## config.mk

```make
export PLATFORM = sky130hd
export DESIGN_NAME = mid_dispatch
export DESIGN_NICKNAME = d
export VERILOG_FILES = /design/src/common/mid_pkg.sv /design/src/mid_dispatch.sv
export VERILOG_INCLUDE_DIRS = /design/src /design/src/common
export SDC_FILE = /design/constraint.sdc
export NUM_CORES = 1
export LEC_CHECK = 0
export BUFFER_PORTS_ARGS = -buffer_cell sky130_fd_sc_hd__buf_2
export CORE_MARGIN = 4
export CORE_UTILIZATION = 45
export CTS_BUF_LIST = sky130_fd_sc_hd__clkbuf_4 sky130_fd_sc_hd__clkbuf_8
export CTS_CLUSTER_DIAMETER = 100
export CTS_CLUSTER_SIZE = 24
export DETAILED_ROUTE_END_ITERATION = 10
export PLACE_DENSITY = 0.83
export SLEW_MARGIN = 20
export SYNTH_ARGS = -nofsm -noshare
export SYNTH_HDL_FRONTEND = slang
export SYNTH_SLANG_ARGS = --single-unit
```

## constraint.sdc

```tcl
create_clock -name sys_clk -period 2.2 [get_ports sys_clk]
set_input_delay 0.33 -clock sys_clk [delete_from_list [all_inputs] [get_ports sys_clk]]
set_output_delay 0.33 -clock sys_clk [all_outputs]
set_load 0.03 [all_outputs]
```

## src/common/mid_params.svh

```systemverilog
// What this block does
// - sample and decode pending flags every clock
// - fastest response is detect plus four-clock call
// - after return one instruction runs before call
// - worst unblocked response is eighteen clocks
// - equal or lower level waits past return
// - fixed vectors from 0x0003 in eight-byte steps
// - equal level ties go to lower index
// - per-source enable and level; reset vectors zero
// - primary enable register resets to zero
// - global enable gates every source
// - edge external flags cleared on vectoring
// - high preempts low; high never preempted
// - flag still set after return re-requests
`ifndef MID_PARAMS_SVH
`define MID_PARAMS_SVH
`define MID_NSRC          15
`define MID_VEC_BASE      16'h0003
`define MID_VEC_STEP      16'h0008
`define MID_VEC_RESET     16'h0000
`define MID_IEP_RESET     8'h00
`define MID_IEP_GLOBAL    7
`define MID_SRC_EXT0      0
`define MID_SRC_EXT1      2
`define MID_RSVD_MASK     15'h2100
`define MID_DETECT_CYC    1
`define MID_CALL_CYC      4
`define MID_MIN_RESP_CYC  5
`define MID_MAX_RESP_CYC  18
`endif

```

## src/common/mid_pkg.sv

```systemverilog
`default_nettype none
package mid_pkg;
  typedef logic [15:0] mid_vec_t;
  typedef enum logic [1:0] {MID_IDLE, MID_AFTER_RET, MID_CALL} mid_state_e;
endpackage : mid_pkg
`default_nettype wire

```

## src/mid_dispatch.sv

```systemverilog
`include "mid_params.svh"
`default_nettype none
module mid_dispatch #(
  parameter int NSRC = `MID_NSRC
) (
  // clock and reset
  input  wire logic               sys_clk,
  input  wire logic               sys_rst,
  // primary enable register port
  input  wire logic               iep_wr,
  input  wire logic [7:0]         iep_wdata,
  output logic      [7:0]         iep_rdata,
  // extended enables and priority bits
  input  wire logic [NSRC-1:0]    src_enable_ext,
  input  wire logic [NSRC-1:0]    src_prio_high,
  // pending flags from peripherals
  input  wire logic [NSRC-1:0]    src_pending,
  input  wire logic               ext0_edge_mode,
  input  wire logic               ext1_edge_mode,
  output logic                    ext_input0_pending_clr,
  output logic                    ext_input1_pending_clr,
  // core sequencer handshake
  input  wire logic               instr_done,
  input  wire logic               return_from_interrupt,
  input  wire logic               long_call_done,
  output logic                    long_call_req,
  output mid_pkg::mid_vec_t       service_routine_vec,
  output logic [1:0]              active_level
);
  // primary enable: bits 6..0 map to sources 0..6, bit 7 global
  logic [7:0] iep_ff, nxt_iep;
  mid_pkg::mid_state_e state_ff, nxt_state;
  logic [1:0] act_ff, nxt_act;          // bit1 high active, bit0 low
  // reserved slots never raise a request
  localparam logic [NSRC-1:0] RSVD_MASK = NSRC'(`MID_RSVD_MASK);
  logic [3:0] win_ff, nxt_win;
  logic       win_hi_ff, nxt_win_hi;
  mid_pkg::mid_vec_t vec_ff, nxt_vec;
  logic       clr0_ff, nxt_clr0, clr1_ff, nxt_clr1;
  logic [NSRC-1:0] en_all, req;
  logic [3:0] hi_idx, lo_idx;
  logic       hi_any, lo_any, take, take_hi;
  logic [3:0] take_idx;

  always_comb begin
    nxt_iep = iep_ff;
    if (iep_wr) begin
      nxt_iep = iep_wdata;
    end
  end
  always_ff @(posedge sys_clk) begin
    if (sys_rst) begin
      iep_ff <= `MID_IEP_RESET;
    end else begin
      iep_ff <= nxt_iep;
    end
  end
  assign iep_rdata = iep_ff;

  // per-source gating by global enable
  genvar g;
  generate
    for (g = 0; g < NSRC; g++) begin : g_req
      if (g < 7) begin : g_pri
        assign en_all[g] = iep_ff[g];
      end else begin : g_ext
        assign en_all[g] = src_enable_ext[g];
      end
      assign req[g] = src_pending[g] & en_all[g] & iep_ff[`MID_IEP_GLOBAL]
                    & ~RSVD_MASK[g];
    end
  endgenerate

  // fixed order: lowest index wins within a level
  always_comb begin
    hi_any = 1'b0;
    lo_any = 1'b0;
    hi_idx = 4'h0;
    lo_idx = 4'h0;
    for (int i = NSRC - 1; i >= 0; i--) begin
      if (req[i] && src_prio_high[i]) begin
        hi_any = 1'b1;
        hi_idx = 4'(i);
      end
      if (req[i] && !src_prio_high[i]) begin
        lo_any = 1'b1;
        lo_idx = 4'(i);
      end
    end
  end

  // preemption: high beats running low, nothing beats high
  always_comb begin
    take_hi  = hi_any && !act_ff[1];
    take     = take_hi || (lo_any && act_ff == 2'b00);
    take_idx = take_hi ? hi_idx : lo_idx;
  end

  // decode every cycle; call after current instruction
  always_comb begin
    nxt_state  = state_ff;
    nxt_act    = act_ff;
    nxt_win    = win_ff;
    nxt_win_hi = win_hi_ff;
    nxt_vec    = vec_ff;
    nxt_clr0   = 1'b0;
    nxt_clr1   = 1'b0;
    unique case (state_ff)
      mid_pkg::MID_IDLE: begin
        if (return_from_interrupt) begin
          // drop the innermost level, then one more instruction
          if (act_ff[1]) begin
            nxt_act[1] = 1'b0;
          end else begin
            nxt_act[0] = 1'b0;
          end
          nxt_state = mid_pkg::MID_AFTER_RET;
        end else if (take && instr_done) begin
          nxt_state  = mid_pkg::MID_CALL;
          nxt_win    = take_idx;
          nxt_win_hi = take_hi;
          nxt_vec    = `MID_VEC_BASE + 16'(take_idx) * `MID_VEC_STEP;
        end
      end
      mid_pkg::MID_AFTER_RET: begin
        // the one instruction after a return ends: call a waiting source
        if (instr_done && take) begin
          nxt_state  = mid_pkg::MID_CALL;
          nxt_win    = take_idx;
          nxt_win_hi = take_hi;
          nxt_vec    = `MID_VEC_BASE + 16'(take_idx) * `MID_VEC_STEP;
        end else if (instr_done) begin
          nxt_state = mid_pkg::MID_IDLE;
        end
      end
      mid_pkg::MID_CALL: begin
        if (long_call_done) begin
          nxt_state = mid_pkg::MID_IDLE;
          if (win_hi_ff) begin
            nxt_act[1] = 1'b1;
          end else begin
            nxt_act[0] = 1'b1;
          end
          nxt_clr0 = ext0_edge_mode && win_ff == 4'(`MID_SRC_EXT0);
          nxt_clr1 = ext1_edge_mode && win_ff == 4'(`MID_SRC_EXT1);
        end
      end
    endcase
  end
  always_ff @(posedge sys_clk) begin
    if (sys_rst) begin
      state_ff  <= mid_pkg::MID_IDLE;
      act_ff    <= 2'b00;
      win_ff    <= 4'h0;
      win_hi_ff <= 1'b0;
      vec_ff    <= `MID_VEC_RESET;
      clr0_ff   <= 1'b0;
      clr1_ff   <= 1'b0;
    end else begin
      state_ff  <= nxt_state;
      act_ff    <= nxt_act;
      win_ff    <= nxt_win;
      win_hi_ff <= nxt_win_hi;
      vec_ff    <= nxt_vec;
      clr0_ff   <= nxt_clr0;
      clr1_ff   <= nxt_clr1;
    end
  end

  assign long_call_req          = (state_ff == mid_pkg::MID_CALL);
  assign service_routine_vec    = vec_ff;
  assign active_level           = act_ff;
  assign ext_input0_pending_clr = clr0_ff;
  assign ext_input1_pending_clr = clr1_ff;
endmodule // mid_dispatch
`default_nettype wire

```

==> impl_metrics.py <==
metrics = {
    "cells_and_area": {
        "final_nets": 310,
        "n_antenna_cell": 0,
        "area_growth_pct": 22.45,
        "final_area_sq_um": 1891,
        "multi_input_area_sq_um": 1016,
        "drive_gt1_share_pct": 33.06,
        "utilization_pct": 56.66,
        "nFillCells": 334,
        "regArea_sq_um": 400.4,
    },
    "cts": {
        "clock_latency_ns": 0.30,
        "cts_buffer_depth": 2,
        "clk_pin_slew_ns": 0.12,
        "hold_buffers": 0,
        "cts_resized": 0,
        "cts_tree": "built",
        "htree_num_levels": 1,
        "cts_root_buf": "clkbuf_4",
        "cts_sinks": 20,
        "cts_buffers": 3,
        "cts_setup_buffers": 0,
    },
    "logic_synthesis": {
        "synthCells": 182,
        "ys_seq_area_share_pct": 25.93,
        "async_reset_ff_share_pct": 0,
        "yosysWarnings": 0,
        "synth_ff_type": "dfxtp_1",
        "synth_edf_count": 0,
        "ys_types": 44,
        "yosys_register_bits": 20,
        "syn_area_sq_um": 1544,
        "avgSynthCellArea_sq_um": 8.483,
    },
    "placed_design": {
        "place_ws_ns": 0.3081,
        "routabilityCongestion": 0.9221,
        "postPlaceCellArea_sq_um": 1854,
        "post-dp-hpwl_mm": 3.175,
        "portBuffers": 66,
    },
    "grt": {
        "overflow": 0,
        "grtUsageTotal_pct": 18.04,
        "grt_pass1_vias": 1500,
        "grt_max_degree": 30,
        "grt_antenna_before_repair": 0,
        "grt_pass1_wl_mm": 6.389,
    },
    "routing": {
        "wire_per_inst_um": 13.37,
        "vias": 1604,
        "drc": 0,
        "drtPass1Iterations": 4,
        "via_per_inst": 5.512,
        "wl_mm": 3.892,
        "drtIter0Drc": 49,
        "postRouteAntennaNets": 0,
    },
    "critical_path": {
        "endpoint_kind": "flip-flop",
        "start_kind": "flip-flop",
        "cp.arrival_ns": 2.18,
        "path_cells": "buf_12 -> nand4_1 -> and4_1 -> and4_4 -> a21oi_4 -> o221ai_1 -> a21oi_2",
        "required_ns": 2.45,
        "crit_type": "flip-flop to flip-flop",
        "worstPathMaxFanout": 29,
        "crit_slowest_cell": "dfxtp_1",
        "cpPeakStageDelay_ns": 0.37,
    },
    "sta": {
        "layout_min_cycle_time_ns": 1.935,
        "clock_skew_ns": 0.005187,
        "max_freq_ghz": 0.5167,
        "finalMaxSlewViolations": 0,
        "rsz0062_at_grt": "no",
        "setup_slack_ns": 0.2647,
        "fin_tns_setup_ns": 0,
        "hold_viol_final": 0,
        "setup_viol": 0,
        "period_share_pct": 87.97,
    },
    "floorplan": {
        "die_h_um": 66.58,
        "die_w_um": 66.58,
        "initial_core_util_pct": 46.27,
        "num_rows": 21,
        "die-area_sq_um": 4432,
        "design.core.area_sq_um": 3337,
        "io_pins": 90,
    },
    "pwr": {
        "peakVddDrop_mv": 0.2930,
        "power_density_nw_per_um2": 552.0,
        "leakage_nw": 0.8734,
    },
    "outcome": {
        "status": "completed",
    },
    "flow_run": {
        "max_cap_viol_count": 0,
    },
    "hold_path": {
        "hold_path_class": "input port to flip-flop",
    },
}
## layout by cell type, fill, tap and decap left out, types with 3 or more instances in the layout
cell,netlist,routed
ha_1,3,3
dfxtp_1,20,20
a31oi_1,7,7
inv_1,8,8
o21ai_0,5,5
nand3_1,5,5
nor3_1,4,4
nand2b_1,4,4
nand4b_1,12,12
nand4_1,16,16
nand2_1,10,10
mux2i_1,8,8
conb_1,1,10
o211ai_1,5,5
clkbuf_4,0,3
nor2_1,18,18
a21oi_1,5,5
buf_2,0,66
## power breakdown
group / switching, W / total, W / internal [W] / leakage [nW]
clock network: 0.000117 / 0.000218 / 0.000101 / 0.0210
registers: 0.0000249 / 0.000419 / 0.000394 / 0.164
logic: 0.000251 / 0.000407 / 0.000156 / 0.689
total: 0.000392 / 0.00104 / 0.000651 / 0.873
## through the flow
stage               hold slack, ns  std cells  power [W]
detailed placement          0.4895        287  0.0008333
finish                      0.2430        291   0.001044
floorplan                   0.4527        191  0.0007355
CTS                         0.2340        291   0.001055
global placement            0.4751        287  0.0008240
global route                0.2447        291   0.001117
## cell type report
cell class / instances / share of cell area (%)
multi-input combinational: 146 / 53.74
sequential: 20 / 21.18
clock buffer: 4 / 1.919
tap: 46 / 3.044
inverter: 8 / 1.588
timing repair buffer: 67 / 18.53
## cell families (layout without fill, tap and decap cells)
group / after synthesis / after routing / share of synthesized area, %
compound gates: 38 / 38 / 21.07
fa+ha+maj: 3 / 3 / 2.431
buf+inv: 25 / 79 / 10.45
flops: 20 / 20 / 25.93
mux: 8 / 8 / 5.187
other cells: 1 / 10 / 0.2429
simple gates: 87 / 87 / 34.68
## critical path: cells and delay by family, from the launching register on
family                 cells  cell delay, ns
DFF                        1            0.37
buffers and inverters      1            0.18
and+or+nand+nor            3            0.71
AOI/OAI and AO/OA          3            0.61
## cell usage after synthesis (3+ instances only)
cell type | count | area, sq um
o21ai_0 | 5 | 25.02
nor2_1 | 18 | 67.56
nand4b_1 | 12 | 105.1
a31oi_1 | 7 | 43.79
a21oi_1 | 5 | 25.02
o211ai_1 | 5 | 37.54
nand2b_1 | 4 | 25.02
mux2i_1 | 8 | 80.08
dfxtp_1 | 20 | 400.4
nand4_1 | 16 | 100.1
clkbuf_1 | 3 | 11.26
nor3_1 | 4 | 20.02
ha_1 | 3 | 37.54
nand2_1 | 10 | 37.54
nand3_1 | 5 | 25.02
buf_4 | 11 | 82.58
inv_1 | 8 | 30.03
## registers in the layout, summed over array words and instances (netlist names)
signal,count
service_routine_vec,1
ext_input1_pending_clr,1
win_hi_ff,1
state_ff,2
win_ff,4
ext_input0_pending_clr,1
iep_rdata,8
active_level,2
## metal layers
metal,part of all wire [%],vias to the layer above,track usage [%]
li1,-,806,-
met1,44,740,22.40
met2,48,50,31.44
met3,6.2,8,2.698
met4,2.0,0,6.091
met5,0,-,0
## worst paths after layout
kind | startpoint | endpoint | slack (ns) | cells after the start
max | iep_rdata[7] | win_ff[3] | 0.26 | 7
min | ext1_edge_mode | ext_input1_pending_clr | 0.24 | 3
max reg2reg | iep_rdata[7] | win_ff[3] | 0.26 | 7
min reg2reg | win_ff[1] | ext_input1_pending_clr | 0.50 | 2
Note: power is estimated with default switching activity, not from simulation.
